[config.mk]
export PLATFORM = sky130hd
export DESIGN_NAME = fdcpp_top
export DESIGN_NICKNAME = d
export VERILOG_FILES = /design/src/common/fdcpp_pkg.sv /design/src/fdcpp_timeout.sv /design/src/fdcpp_top.sv
export VERILOG_INCLUDE_DIRS = /design/src /design/src/common
export SDC_FILE = /design/constraint.sdc
export NUM_CORES = 1
export LEC_CHECK = 0
export ABC_AREA = 1
export BUFFER_PORTS_ARGS = -buffer_cell sky130_fd_sc_hd__buf_2
export CAP_MARGIN = 20
export CORE_MARGIN = 5
export CORE_UTILIZATION = 45
export CTS_BUF_LIST = sky130_fd_sc_hd__clkbuf_8
export DETAILED_ROUTE_END_ITERATION = 8
export HOLD_SLACK_MARGIN = 0.03
export PLACE_DENSITY = 0.78
export SLEW_MARGIN = 10
export SYNTH_ARGS = -nofsm -noshare
export SYNTH_HDL_FRONTEND = slang
export SYNTH_SLANG_ARGS = --single-unit
[constraint.sdc]
create_clock -name i_clk_sys -period 1.4 [get_ports i_clk_sys]
set_input_delay 0 -clock i_clk_sys [delete_from_list [all_inputs] [get_ports i_clk_sys]]
set_output_delay 0 -clock i_clk_sys [all_outputs]
set_load 0.05 [all_outputs]
[src/common/fdcpp_cfg.svh]
/*
  Constants of the floppy base / floppy-on-parallel configuration pair:
  index codes, reset values, write masks and field positions.
  Assumes it is included by bare name after the package is compiled.
*/
// Function
// - The floppy base register is touched only in configuration state with index 20H.
// - The base register picks one of 48 16-byte slots from 100H to 3F0H via bits 9..4.
// - With base bits 9 and 8 both zero the floppy controller is not decoded at all.
// - Decode needs host bits 15..10 zero and bit 3 zero; bits 2..0 pick the register.
// - Reserved bits ignore writes and read zero: base bits 1..0, routing bits 7..3.
// - Power-on reset loads the base register with 3CH, i.e. base 0F0H with decode off.
// - The routing register is reached only in configuration state with index 21H, reset 00H.
// - Routing code 00 lets the parallel mode bits decide and ignores the pin; 11 is reserved.
// - Code 01 with the pin low puts drive 0 on floppy pins and drive 1 on parallel pins.
// - Code 10 with the pin low puts both drives on the parallel port pins.
// - Clear select 0 clears the EPP timeout flag at the trailing edge of a status read.
// - Clear select 1 clears the EPP timeout flag only on a write of 1 to it.
`ifndef FDCPP_CFG_SVH
`define FDCPP_CFG_SVH

// Configuration index codes
`define FDCPP_IDX_BASE 8'h20
`define FDCPP_IDX_ROUTE 8'h21

// Power-on values
`define FDCPP_BASE_RST 8'h3C
`define FDCPP_ROUTE_RST 8'h00

// Writable bit masks, reserved bits cleared
`define FDCPP_BASE_WMASK 8'hFC
`define FDCPP_ROUTE_WMASK 8'h07

// Field positions
`define FDCPP_BASE_HI 7
`define FDCPP_BASE_LO 2
`define FDCPP_BASE_EN_HI 7
`define FDCPP_BASE_EN_LO 6
`define FDCPP_ROUTE_HI 1
`define FDCPP_ROUTE_LO 0
`define FDCPP_TOSEL_BIT 2

// Host address decode fields
`define FDCPP_ADDR_TOP_HI 15
`define FDCPP_ADDR_TOP_LO 10
`define FDCPP_ADDR_BLK_HI 9
`define FDCPP_ADDR_BLK_LO 4
`define FDCPP_ADDR_GAP_BIT 3
`define FDCPP_ADDR_REG_HI 2
`define FDCPP_ADDR_REG_LO 0
`define FDCPP_ADDR_TOP_ZERO 6'h00
`define FDCPP_BASE_EN_OFF 2'h0

`endif

[src/common/fdcpp_pkg.sv]
/*
  Types shared by the floppy configuration pair.
  Assumes nothing beyond a SystemVerilog compiler.
*/
package fdcpp_pkg;

  // Routing field codes of the floppy-on-parallel register
  typedef enum logic [1:0] {
    FDCPP_RT_MODEREG = 2'h0,
    FDCPP_RT_PIN_D1 = 2'h1,
    FDCPP_RT_PIN_BOTH = 2'h2,
    FDCPP_RT_RSVD = 2'h3
  } fdcpp_route_t;

endpackage

[src/fdcpp_timeout.sv]
/*
  EPP status timeout flag with selectable clear style.
  Assumes read strobe is a level that spans the host read cycle.
*/
`timescale 1ns/10ps
`include "fdcpp_cfg.svh"
module fdcpp_timeout (
  // Clock and reset
  input wire logic i_clk_sys,
  input wire logic i_nrst,
  // Control
  input wire logic i_clr_by_write,
  input wire logic i_set,
  // Host access to the status register
  input wire logic i_rd,
  input wire logic i_wr,
  input wire logic i_wr_bit,
  // Flag
  output logic o_flag
);

  logic flag_q, flag_d;
  logic rd_q, rd_d;
  logic clr;

  // Clear source chosen by select bit; a new timeout beats any clear
  always_comb begin
    rd_d = i_rd;
    if (i_clr_by_write) begin
      clr = i_wr & i_wr_bit;
    end else begin
      clr = rd_q & ~i_rd;
    end
    flag_d = i_set | (flag_q & ~clr);
  end

  // Registers
  always_ff @(posedge i_clk_sys or negedge i_nrst) begin
    if (!i_nrst) begin
      flag_q <= 1'b0;
      rd_q <= 1'b0;
    end else begin
      flag_q <= flag_d;
      rd_q <= rd_d;
    end
  end

  assign o_flag = flag_q;

endmodule

[src/fdcpp_top.sv]
/*
  Floppy base address and floppy-on-parallel / EPP timeout select
  configuration registers, with the floppy I/O decoder, drive routing
  and the EPP timeout flag they steer.
  Assumes the configuration state machine and index register live
  outside and present their state as synchronous levels, and that
  host strobes are synchronous to i_clk_sys.
*/
`timescale 1ns/10ps
`include "fdcpp_cfg.svh"
module fdcpp_top (
  // Clock and reset
  input wire logic i_clk_sys,
  input wire logic i_nrst,
  // Configuration access
  input wire logic i_cfg_active,
  input wire logic [7:0] i_config_index_register,
  input wire logic i_cfg_wr,
  input wire logic i_cfg_rd,
  input wire logic [7:0] i_cfg_wdata,
  output logic [7:0] o_cfg_rdata,
  output logic o_cfg_hit,
  // Host I/O decode
  input wire logic i_io_valid,
  input wire logic [15:0] i_io_addr,
  output logic o_floppy_controller_sel,
  output logic [2:0] o_floppy_controller_reg,
  output logic o_floppy_controller_en,
  // Drive routing
  input wire logic i_floppy_pp_routing,
  input wire logic i_pp_mode_drv0,
  input wire logic i_pp_mode_drv1,
  output logic o_drv0_on_parallel_port,
  output logic o_drv1_on_parallel_port,
  output logic o_parallel_port_normal,
  // EPP status timeout
  input wire logic i_epp_timeout_set,
  input wire logic i_epp_stat_rd,
  input wire logic i_epp_stat_wr,
  input wire logic i_epp_stat_wr_timeout,
  output logic o_epp_timeout
);

  logic [7:0] base_q, base_d;
  logic [7:0] route_q, route_d;
  logic [7:0] rdata_q, rdata_d;
  logic hit_q, hit_d;
  logic sel_base, sel_route;
  logic base_en;

  // Register select, only in configuration state
  always_comb begin
    sel_base = i_cfg_active && (i_config_index_register == `FDCPP_IDX_BASE);
    sel_route = i_cfg_active && (i_config_index_register == `FDCPP_IDX_ROUTE);
  end

  // Configuration register next values
  always_comb begin
    base_d = base_q;
    route_d = route_q;
    if (i_cfg_wr && sel_base) begin
      base_d = i_cfg_wdata & `FDCPP_BASE_WMASK;
    end
    if (i_cfg_wr && sel_route) begin
      route_d = i_cfg_wdata & `FDCPP_ROUTE_WMASK;
    end
  end

  // Read path; other indices answer zero and leave hit low
  always_comb begin
    rdata_d = 8'h00;
    hit_d = 1'b0;
    if (i_cfg_rd && sel_base) begin
      rdata_d = base_q;
      hit_d = 1'b1;
    end else if (i_cfg_rd && sel_route) begin
      rdata_d = route_q;
      hit_d = 1'b1;
    end
  end

  // Configuration registers
  always_ff @(posedge i_clk_sys or negedge i_nrst) begin
    if (!i_nrst) begin
      base_q <= `FDCPP_BASE_RST;
      route_q <= `FDCPP_ROUTE_RST;
      rdata_q <= 8'h00;
      hit_q <= 1'b0;
    end else begin
      base_q <= base_d;
      route_q <= route_d;
      rdata_q <= rdata_d;
      hit_q <= hit_d;
    end
  end

  assign o_cfg_rdata = rdata_q;
  assign o_cfg_hit = hit_q;

  // Floppy decode state
  logic sel_q, sel_d;
  logic [2:0] reg_q, reg_d;
  logic en_q, en_d;

  // Address compare; upper base bits both zero switch the block off
  always_comb begin
    base_en = base_q[`FDCPP_BASE_EN_HI:`FDCPP_BASE_EN_LO] != `FDCPP_BASE_EN_OFF;
    en_d = base_en;
    sel_d = i_io_valid && base_en
      && (i_io_addr[`FDCPP_ADDR_TOP_HI:`FDCPP_ADDR_TOP_LO] == `FDCPP_ADDR_TOP_ZERO)
      && !i_io_addr[`FDCPP_ADDR_GAP_BIT]
      && (i_io_addr[`FDCPP_ADDR_BLK_HI:`FDCPP_ADDR_BLK_LO]
          == base_q[`FDCPP_BASE_HI:`FDCPP_BASE_LO]);
    reg_d = sel_d ? i_io_addr[`FDCPP_ADDR_REG_HI:`FDCPP_ADDR_REG_LO] : 3'h0;
  end

  // Decode registers, one cycle behind the address
  always_ff @(posedge i_clk_sys or negedge i_nrst) begin
    if (!i_nrst) begin
      sel_q <= 1'b0;
      reg_q <= 3'h0;
      en_q <= 1'b0;
    end else begin
      sel_q <= sel_d;
      reg_q <= reg_d;
      en_q <= en_d;
    end
  end

  assign o_floppy_controller_sel = sel_q;
  assign o_floppy_controller_reg = reg_q;
  assign o_floppy_controller_en = en_q;

  // Drive routing state
  fdcpp_pkg::fdcpp_route_t route_mode;
  logic d0_q, d0_d;
  logic d1_q, d1_d;
  logic ppn_q, ppn_d;

  // Routing choice; reserved code keeps everything on floppy pins
  always_comb begin
    route_mode = fdcpp_pkg::fdcpp_route_t'(route_q[`FDCPP_ROUTE_HI:`FDCPP_ROUTE_LO]);
    d0_d = 1'b0;
    d1_d = 1'b0;
    case (route_mode)
      fdcpp_pkg::FDCPP_RT_MODEREG: begin
        d0_d = i_pp_mode_drv0;
        d1_d = i_pp_mode_drv1;
      end
      fdcpp_pkg::FDCPP_RT_PIN_D1: begin
        d1_d = !i_floppy_pp_routing;
      end
      fdcpp_pkg::FDCPP_RT_PIN_BOTH: begin
        d0_d = !i_floppy_pp_routing;
        d1_d = !i_floppy_pp_routing;
      end
      default: begin
        d0_d = 1'b0;
        d1_d = 1'b0;
      end
    endcase
    ppn_d = !(d0_d || d1_d);
  end

  // Routing registers
  always_ff @(posedge i_clk_sys or negedge i_nrst) begin
    if (!i_nrst) begin
      d0_q <= 1'b0;
      d1_q <= 1'b0;
      ppn_q <= 1'b1;
    end else begin
      d0_q <= d0_d;
      d1_q <= d1_d;
      ppn_q <= ppn_d;
    end
  end

  assign o_drv0_on_parallel_port = d0_q;
  assign o_drv1_on_parallel_port = d1_q;
  assign o_parallel_port_normal = ppn_q;

  // EPP timeout flag, clear style from the select bit
  fdcpp_timeout u_timeout (
    .i_clk_sys(i_clk_sys),
    .i_nrst(i_nrst),
    .i_clr_by_write(route_q[`FDCPP_TOSEL_BIT]),
    .i_set(i_epp_timeout_set),
    .i_rd(i_epp_stat_rd),
    .i_wr(i_epp_stat_wr),
    .i_wr_bit(i_epp_stat_wr_timeout),
    .o_flag(o_epp_timeout)
  );
endmodule

**After elaboration in Yosys (flattened, before gate mapping)**

Index checks and enable logic that the tools add are counted.

- Register bits after elaboration: 28
- Input bits: 45
- Output and inout port bits: 18
- Word-level logic and storage cells: 49

- Equal/unequal tests: 5
- Mux-type cells: 8
- Bitwise logic cells: 6
- Reductions and logical operators: 18

Operator list:

| kind | count |
|---|---|
| == test 8 x 6 -> 1 bit, second input constant | 2 |
| logical AND 1 bit | 10 |
| two-way mux 8 bit | 1 |
| == test 6 bit | 1 |
| logical NOT 6 bit | 1 |
| two-way mux 3 bit | 2 |
| case mux 1 bit (2 select lines) | 2 |
| AND 1 bit | 3 |
| logical NOT 1 bit | 3 |
| two-way mux 1 bit | 3 |
| == test 2 x 1 -> 1 bit, second input constant | 1 |
| == test 2 bit, second input constant | 1 |
| logical NOT 2 bit | 1 |
| inverter 1 bit | 2 |
| nonzero test 2 bit | 1 |
| OR reduction 2 bit | 1 |
| logical OR 1 bit | 1 |
| bitwise OR 1 bit | 1 |

**Logic depth before layout (Yosys ltp)**

Gate-level depths: netlist of the first run.

- Depth in word-level cells: 6
- Depth in mapped cells: 6
- Depth with buffers taken out: 6

**Cells and area by module**

From an unflattened synthesis of the first run, not the netlist that was laid out.

- Cells, all modules: 162
- Area, all modules: 1330.0 um^2

By module, submodules not included:

| module | times used | cells each | area an instance (um^2) | seq. area each (um^2) |
|---|---|---|---|---|
| fdcpp_top | 1 | 153 | 1237.4 | 656.9 |
| fdcpp_timeout | 1 | 9 | 92.6 | 50.0 |

**Worst setup path before layout of the first run**

No wires, ideal clock.

- Path kind: flip-flop to flip-flop
- Start point: register base_q[5]
- End point: register reg_q[0] (netlist: o_floppy_controller_reg[0])
- Setup time: 0.086 ns
- Data arrival time: 0.971 ns
- Data required time: 1.314 ns
- Setup slack: 0.343 ns
- Cell stages (with the launch flop): 7
- Cells stage by stage: dfstp_2 -> inv_1 -> nand2_1 -> nand2_1 -> nor2_1 -> nand3_1 -> nor3_1

- Cells in the longest elaborated chain, start to end: 3

Ends and longest elaborated chain:

| element | RTL line | source |
|---|---|---|
| from (decl) | fdcpp_top.sv:44 | `logic [7:0] base_q, base_d;` |
| from (signal assigned) | fdcpp_top.sv:85 | `` base_q <= `FDCPP_BASE_RST; `` |
| from (signal assigned) | fdcpp_top.sv:90 | `base_q <= base_d;` |
| == test 6 bit | fdcpp_top.sv:112 | `` && (i_io_addr[`FDCPP_ADDR_BLK_HI:`FDCPP_ADDR_BLK_LO] `` |
| logical AND 1 bit | fdcpp_top.sv:109 | `sel_d = i_io_valid && base_en` |
| two-way mux 3 bit | fdcpp_top.sv:114 | `` reg_d = sel_d ? i_io_addr[`FDCPP_ADDR_REG_HI:`FDCPP_ADDR_REG_LO] : 3'h0; `` |
| via reg_d[0] | fdcpp_top.sv:102 | `logic [2:0] reg_q, reg_d;` |
| to (signal assigned) | fdcpp_top.sv:125 | `reg_q <= reg_d;` |
| to (decl) | fdcpp_top.sv:102 |  |

The timed path passes the listed nets, and every way through them passes these cells.
A chain may end at the register's enable or synchronous reset.

**Worst setup path after layout of the first run**

Ends and elaborated chain as after synthesis.

==> metrics, run 1 <==
diode count 0; core footprint 2805 um2; postcts setup bufs 0; die area 4169 um2; mux contribution to synthesized area 0%; Routed Wire Length 3.005 mm; sequential fraction of the synthesis area 52.75%; router iterations before antenna repair 4; CP Launch Point base_q[5]$_DFFE_PN1P_; Syn. warnings 0; Slew HR 60.73%; Area after DPL 1669 um2; biggest area consumer among synthesized cells dfrtp_1; RR Endpoint o_floppy_controller_reg[0]$_DFF_PN0_; Slew Limit Fails 0; Main synth FF type dfrtp_1; sw frac between 20% and 30%; synth cell count leaders nand2_1 (41), dfrtp_1 (23), inv_1 (20); standard-cell rows 19; Worst setup SP type register; Fmax achieved 847.1 MHz; Tot Pwr 1.695 mW; reg2reg path depth 6; htree depth 1; final instance area ~1900 um2; Hold WC Path Type in -> reg; most common cell in the synthesized netlist nand2_1; Clock Latency Late Sink 270 ps; initial antenna violation count 0; Synth Area in Simple Gates 33.80%; max cap viols 0; Detail Route Antenna Nets 0; Cell variety after synth 26; dpl hpwl 2.247 mm; clock network fraction of total power 36.7%; largest net degree at the start of global routing 29; IO Port Bufs 62; top cell type's share of synthesized area 42.95%; Synthesized Nets 192; flop2flop setup slack 220 ps; die width approximately 65 um; Synth Area in Compound Gates between 2 and 3%; status finished clean; CTS tree built; Post-Synth Adder-Cell Area roughly 2.8%; Flop pwr share between 40% and 50%; Post-Syn Instances around 140; CTS root buffer clkbuf_8; worst slew pin tran 589.0 ps; # DRC 0; CP Class reg -> reg; Pint ~1.3 mW; global-route total usage across every layer 15.33%; R2R Path Start base_q[5]$_DFFE_PN1P_; RD Place Congestion just under 0.7; worst vdd ir 473.8 uV; Initial Utilization 47.77%; Leak 1.058 nW; vias per cell 4.781; crit path capture type register; Chip Height 64.57 um; overflow left after global routing 0; WL/cell 11.74 um; CP required 1590 ps; via count about 1200; clock buffer depth 2; largest family of logic cells by synthesized area simple AND/OR/NAND/NOR gates; Worst Hold End base_q[2]$_DFFE_PN1P_; number of flip-flops in the largest register 8; number of placed I/O pins between 60 and 70; final core utilization 68.11%; first-pass GRT wire length roughly 5.0 mm; Hold Path Depth 3; share of cells above drive strength 1 38.67%; CTS sink count 28; XOR/XNOR share of the synthesized area less than 1%; Worst-path clk slew 90 ps; Mapped Area 1340 um2; worst-path fanout max 4; area added between synthesis and finish 42.58%; vias in the first global route 1155; Starting DRT DRC Count 51; setup TNS 0 ps; pwr/cell area 887.1 nW/um2; Post-synth EDFFs 0; nets between 200 and 300; endpoints failing hold 0; Logic pwr share around 14%; Post-synth ARST share 100.0%; hold_sp i_cfg_wr; Final setup viols 0; Worst Skew about 6.7 ps; CTS resizes 0; average size of a mapped cell slightly above 9 um2; RSZ-0062 raised after global routing no; post-synthesis register bit count 28; hold buffer count at CTS 17; switching pwr about 0.38 mW; cts bufs inserted 3; fin crit period roughly 1200 ps; crit share post-route a little over four fifths; top cells by area, synth dfrtp_1 (43%), nand2_1 (11%), dfstp_2 (9.8%); WP data arrival 1370 ps
-- final cells by class --
class	count	area (um2)
well taps	31	38.79
fillers	227	894.6
multi-input cells	93	534.3
clock buffers	3	41.29
clock inverters	1	30.03
flip-flops and latches	28	706.9
inverters	21	78.83
repair buffers	79	480.5
-- worst max path at each step --
stage	cells after the start	slack, ps	endpoint
after floorplan	6	340	o_floppy_controller_reg[0]$_DFF_PN0_
after global routing	6	40	o_floppy_controller_reg[0]$_DFF_PN0_
after global placement	6	300	o_floppy_controller_reg[0]$_DFF_PN0_
after CTS	6	230	o_floppy_controller_reg[0]$_DFF_PN0_
final	6	220	o_floppy_controller_reg[0]$_DFF_PN0_
after detailed placement	6	260	o_floppy_controller_reg[0]$_DFF_PN0_
-- critical path, cell delays in order, from the launching register on --
cell and delay (ps):
dfstp_2 550, inv_1 60, nand2_1 50, nand2_1 50, nor2_1 90, nand3_1 140, nor3_1 170
-- metrics by stage --
stage	hold slack (ps)	cells	setup WS, ps
3_3_place_gp	35.21	235	300.5
2_1_floorplan	-295.6	144	342.8
3_5_place_dp	36.12	235	262.4
6_report	45.91	256	219.6
4_1_cts	38.16	256	226.7
5_1_grt	59.90	256	43.25
-- kinds of logic (layout without fill, tap and decap cells) --
kind of cell    Yosys count  in the layout
simple gates             84             84
flops                    28             28
buf+inv                  23            104
compound gates            5              5
fa+ha+maj                 3              3
xor+xnor                  1              1
-- power by group through the flow --
stage | clock [mW] | combinational [mW] | sequential (mW)
3_5_place_dp | 0 | 0.199 | 0.852
6_report | 0.622 | 0.237 | 0.837
4_1_cts | 0.636 | 0.235 | 0.837
5_1_grt | 0.675 | 0.264 | 0.839
3_3_place_gp | 0 | 0.195 | 0.851
2_1_floorplan | 0 | 0.0697 | 0.882
-- per-layer routing --
| layer | track usage, % | wire [um] |
|---|---|---|
| met5 | 0 | 0 |
| met4 | 7.124 | 68 |
| met3 | 0.6908 | 185 |
| met2 | 29.12 | 1610 |
| met1 | 17.66 | 1140 |
-- cell usage in the layout, fill, tap and decap left out, types with 2 or more instances in the layout --
| cell | n |
|---|---|
| inv_1 | 20 |
| nor2_2 | 6 |
| dfrtp_1 | 23 |
| nand4_1 | 10 |
| buf_2 | 62 |
| nand3_2 | 2 |
| nand3_1 | 2 |
| clkbuf_8 | 3 |
| nand3_4 | 2 |
| dfstp_2 | 5 |
| nor2_1 | 12 |
| nand2_1 | 41 |
| nor3_1 | 3 |
| ha_1 | 3 |
| nor2_8 | 2 |
| dlygate4sd3_1 | 17 |
Power figures use the tool's default switching activity.
==> inputs of run 2 (changes only) <==
CORE_UTILIZATION = 43   (was 45)
clock period = 1 ns   (was 1.4 ns; I/O delays follow)
==> run 2 against run 1 <==
Net effect:
- the flow now finishes with violations (negative setup slack)
- critical path type unchanged
- final area grew 9.5%
- largest cell class unchanged
- clock power shrank 4.2%
- non-clock buffer count grew 17
- clock skew shrank 1.2 ps
- combinational power grew 59%
- total power grew 26%
- worst hold slack gained 14 ps
- cell count grew 12%
==> metrics, run 2 (synthesis gave the netlist of run 1 again) <==
status finished with violations; violated checks negative setup slack; WL/cell 11.34 um; commonest cells after routing, fill and taps aside buf_2 (61), nand2_1 (40), dfrtp_1 (23), inv_1 (17), dlygate4sd3_1 (17); pwr/cell area around 1000 nW/um2; fin crit period 1209 ps; diode count 0; die area 4333 um2; Leak 1.142 nW; Worst-path clk slew 80 ps; largest net degree at the start of global routing 29; CP Launch Point base_q[2]$_DFFE_PN1P_; most common cell after layout, fill and taps aside buf_2; WP data arrival 1380 ps; global-route total usage across every layer 15.40%; CP required 1170 ps; CP top delay family flip-flops; crit path capture type register; Worst Skew 5.466 ps; final core utilization 69.09%; number of flip-flops in the largest register 8; CTS root buffer clkbuf_8; dpl hpwl 2.322 mm; worst path cell trace xnor2_2 > nand3b_1 > nor3_1; share of cells above drive strength 1 48.35%; RSZ-0062 raised after global routing yes; CTS sink count 28; initial antenna violation count 0; first-pass GRT wire length 5.106 mm; Final setup viols 5; Slew Limit Fails 0; Initial Utilization 44.26%; standard-cell rows 20; Detail Route Antenna Nets 0; Logic pwr share approximately 18%; dpl cells 261; htree depth 1; core footprint about 3000 um2; nets 291; Chip Height around 66 um; number of placed I/O pins 63; overflow left after global routing 0; R2R Path Start base_q[2]$_DFFE_PN1P_; area added between synthesis and finish 56.12%; router iterations before antenna repair 4; pre-CTS WS -153.9 ps; Worst setup SP type register; Clock Latency Late Sink approximately 270 ps; worst slew pin tran just over 600 ps; CP max-delay cell dfstp_2; Slew HR between 50% and 60%; sw frac 24.58%; slowest stage delay, CP approximately 560 ps; flop2flop setup slack -210 ps; Hold WC Path Type in -> reg; clock network fraction of total power around 28%; worst vdd ir 522.4 uV; Fmax achieved 827.0 MHz; # DRC 0; via count 1274; clock buffer depth 2; RD Place Congestion about 0.75; crit share post-route 120.9%; final instance area 2092 um2; CP Class reg -> reg; final hold slack 60.11 ps; vias per cell 4.455; CP bufs+invs 0; Flop pwr share a little over half; max cap viols 0; endpoints failing hold 0; non-filler instance count after layout ~290; hold_sp i_cfg_wr; Final WS setup -209.1 ps; switching pwr 0.5269 mW; vias in the first global route about 1200; Routed Wire Length 3.243 mm; Pint 1.617 mW; cts bufs inserted 3; CTS tree built; worst-path fanout max 4; IO Port Bufs 62; Starting DRT DRC Count 24; die width about 66 um; Area after DPL between 1500 and 2000 um2
run 2: per-stage QoR:
step / power [mW] / TNS [ps]
after floorplan: 1.332 / -141.5
after global placement: 1.483 / -328.7
after detailed placement: 1.493 / -493.9
after CTS: 2.166 / -519.4
after global routing: 2.248 / -1139
final: 2.144 / -644.3
run 2: layout make-up:
type                       instances  area [um2]
clock inverter                     1       3.754
inverter                          21       78.83
sequential                        28       706.9
clock buffer                       3       41.29
fill                             244       935.9
timing repair buffer              96       618.1
multi-input combinational         93       588.1
tap                               44       55.05
run 2: worst register-to-register path, cell delays in order, from the launching register on:
cell	delay [ps]
dfstp_2	560
xnor2_2	110
nand3b_1	200
nor3_1	250
run 2: worst paths after layout:
check / depth (start not counted) / end
worst max register to register: 3 / o_floppy_controller_reg[0]$_DFF_PN0_
worst max-delay path: 3 / o_floppy_controller_reg[0]$_DFF_PN0_
min in group asynchronous: 2 / o_drv1_on_parallel_port$_DFF_PN0_
max in group asynchronous: 2 / o_cfg_rdata[5]$_DFF_PN0_
worst min register to register: 2 / route_q[2]$_DFFE_PN0P_
worst min-delay path: 3 / base_q[4]$_DFFE_PN1P_
run 2: metal layers:
layer | track usage, % | vias to the layer above | part of all wire, % | wire, um
met3 | 2.381 | 10 | 7.8 | 253
met2 | 26.78 | 54 | 51 | 1649
met1 | 16.81 | 563 | 38 | 1219
li1 | - | 647 | - | -
met5 | 0 | - | 0 | 0
met4 | 11.14 | 0 | 3.7 | 120
run 2: timing repair:
item,CTS,global route
buffers inserted,3,1
resized for setup,12,6
hold buffers,17,0
gates cloned,0,0
pin swaps,8,2
hold endpoints to repair,40,0
setup endpoints to repair,7,9
run 2: power by group through the flow:
stage / logic, mW / registers, mW / clock network (mW)
after floorplan: 0.0976 / 1.23 / 0
after global placement: 0.293 / 1.19 / 0
after detailed placement: 0.301 / 1.19 / 0
after CTS: 0.369 / 1.17 / 0.626
after global routing: 0.412 / 1.17 / 0.662
final: 0.376 / 1.17 / 0.596
==> inputs of run 3 (changes only) <==
BUFFER_PORTS_ARGS = default   (was -buffer_cell sky130_fd_sc_hd__buf_2)
CORE_UTILIZATION = 45   (was 43)
DONT_BUFFER_PORTS = 1   (was default)
PLACE_DENSITY = default   (was 0.78)
SETUP_SLACK_MARGIN = 0.4   (was default)
SKIP_LAST_GASP = 1   (was default)
==> run 3 against run 2 <==
Net effect:
- the flow finishes with violations (negative hold slack, negative setup slack)
- sequential share of layout area rose by 8.4 points
- worst hold slack got worse by 640 ps
- core utilization fell by 7.9 points
- flip-flop and latch count did not move
- register-to-register slack improved by 30 ps
- die area fell by 3.8%
- combinational power fell by 49%
- clock-buffer cell count rose by 1
- wire length fell by 12%
- cell count fell by 31%
- clock power rose by 13%
- final area fell by 18%
- critical endpoint is now o_floppy_controller_reg[2]$_DFF_PN0_
- largest cell class unchanged
==> metrics, run 3 (synthesis gave the netlist of run 1 again) <==
status finished with violations; violated checks negative hold slack, negative setup slack; Final setup viols 5; max cap viols 0; hold buffer count at CTS 8; WL/cell 14.38 um; Leak around 0.81 nW; pre-CTS WS -173.8 ps; Starting DRT DRC Count 34; Slew Limit Fails 0; final hold slack -584.2 ps; Hold WC Path Type in -> async; first-pass GRT wire length 4.422 mm; area added between synthesis and finish 28.20%; Final WS setup -175.6 ps; Filler cells 229; setup TNS -668.6 ps; clock buffer depth 2; CP required 1190 ps; Clock Latency Late Sink approximately 270 ps; # DRC 0; pwr/cell area between 1000 and 1500 nW/um2; core footprint 2805 um2; commonest cells after routing, fill and taps aside nand2_1 (34), dfrtp_2 (14), inv_1 (12), nand4_1 (10); worst vdd ir slightly above 600 uV; CP Class reg -> reg; Routed Wire Length 2.847 mm; IO Port Bufs 0; nets 216; vias per cell about 5.1; crit share post-route 117.6%; R2R Path Start base_q[2]$_DFFE_PN1P_; Initial Utilization 47.77%; htree depth 1; fin crit period between 1000 and 1500 ps; final instance area 1718 um2; share of cells above drive strength 1 a little under half; most common cell after layout, fill and taps aside nand2_1; non-filler instance count after layout 198; number of flip-flops in the largest register 8; Detail Route Antenna Nets 0; die area 4169 um2; Worst-path clk slew 90 ps; standard-cell rows 19; vias in the first global route ~1000; RSZ-0062 raised after global routing yes; largest net degree at the start of global routing 29; CTS tree built; dpl hpwl 2.073 mm; die width about 65 um; dpl cells 181; overflow left after global routing 0; RD Place Congestion 0.7615; Fmax achieved 850.6 MHz; worst slew pin tran roughly 440 ps; Chip Height 64.57 um; flop2flop setup slack -180 ps; reg2reg path depth 3; cts bufs inserted 3; RR Endpoint o_floppy_controller_reg[2]$_DFF_PN0_; CTS root buffer clkbuf_8; crit path capture type register; worst-path fanout max 4; number of placed I/O pins 63; Slew HR 70.38%; Area after DPL about 1400 um2; diode count 0; via count 1013; global-route total usage across every layer 13.48%; CTS sink count 28; Worst Skew 2.571 ps; initial antenna violation count 0; router iterations before antenna repair 4; WP data arrival 1370 ps; endpoints failing hold 49; Worst setup SP type register
## run 3: changes by cell type in the layout (fill, tap and decap cells not counted), moves of 4 or more
| cell | change |
|---|---|
| buf_2 | -61 |
| buf_4 | -11 |
| buf_6 | +6 |
| dfrtp_1 | -14 |
| dfrtp_2 | +14 |
| dlygate4sd3_1 | -9 |
| inv_1 | -5 |
| inv_2 | +4 |
| nand2_1 | -6 |
| nand2_2 | +6 |
## run 3: per-layer routing
| metal | share of wire, % | vias up | GRT usage (%) |
|---|---|---|---|
| met2 | 56 | 39 | 25.52 |
| met4 | 2.5 | 0 | 5.541 |
| li1 | - | 498 | - |
| met3 | 6.1 | 6 | 3.109 |
| met5 | 0 | - | 0 |
| met1 | 36 | 470 | 14.30 |
## run 3: where the power goes
part           total [mW]  internal [mW]  leakage, nW  switching [mW]
Sequential           1.21           1.16        0.341          0.0469
Combinational       0.193         0.0970        0.439          0.0961
Clock               0.671          0.352       0.0288           0.319
## run 3: how the worst max path moves through the flow
stage               cells past startpoint                   from                                   end
detailed placement                      6  base_q[3]$_DFFE_PN1P_  o_floppy_controller_reg[1]$_DFF_PN0_
finish                                  3  base_q[2]$_DFFE_PN1P_  o_floppy_controller_reg[2]$_DFF_PN0_
global placement                        6  base_q[3]$_DFFE_PN1P_  o_floppy_controller_reg[0]$_DFF_PN0_
CTS                                     6  base_q[3]$_DFFE_PN1P_  o_floppy_controller_reg[1]$_DFF_PN0_
floorplan                               6  base_q[5]$_DFFE_PN1P_  o_floppy_controller_reg[0]$_DFF_PN0_
global route                            6  base_q[5]$_DFFE_PN1P_  o_floppy_controller_reg[2]$_DFF_PN0_
## run 3: worst max-delay path, cell delays in order (launching register included)
cell,delay (ps)
dfstp_2,560
xnor2_2,100
nand3b_1,220
nor3_2,220
## run 3: final cells by class
class	count	area (um2)	area share [%]
tap	31	38.79	2.258
multi-input combinational	93	613.1	35.69
timing repair buffer	21	207.7	12.09
inverter	21	78.83	4.588
sequential	28	724.4	42.17
clock buffer	4	55.05	3.205
## run 3: stage by stage
| stage | util, % | power, mW |
|---|---|---|
| after detailed placement | 50.94 | 1.363 |
| final | 61.24 | 2.073 |
| after global routing | 61.24 | 2.169 |
| after global placement | 50.94 | 1.357 |
| after CTS | 59.28 | 2.077 |
| after floorplan | - | 1.337 |
## run 3: repair_timing
item,4_1_cts,5_1_grt
pin swaps,11,7
gates resized for setup,26,14
setup endpoints to repair,43,44
setup buffers,3,2
hold endpoints to repair,54,49
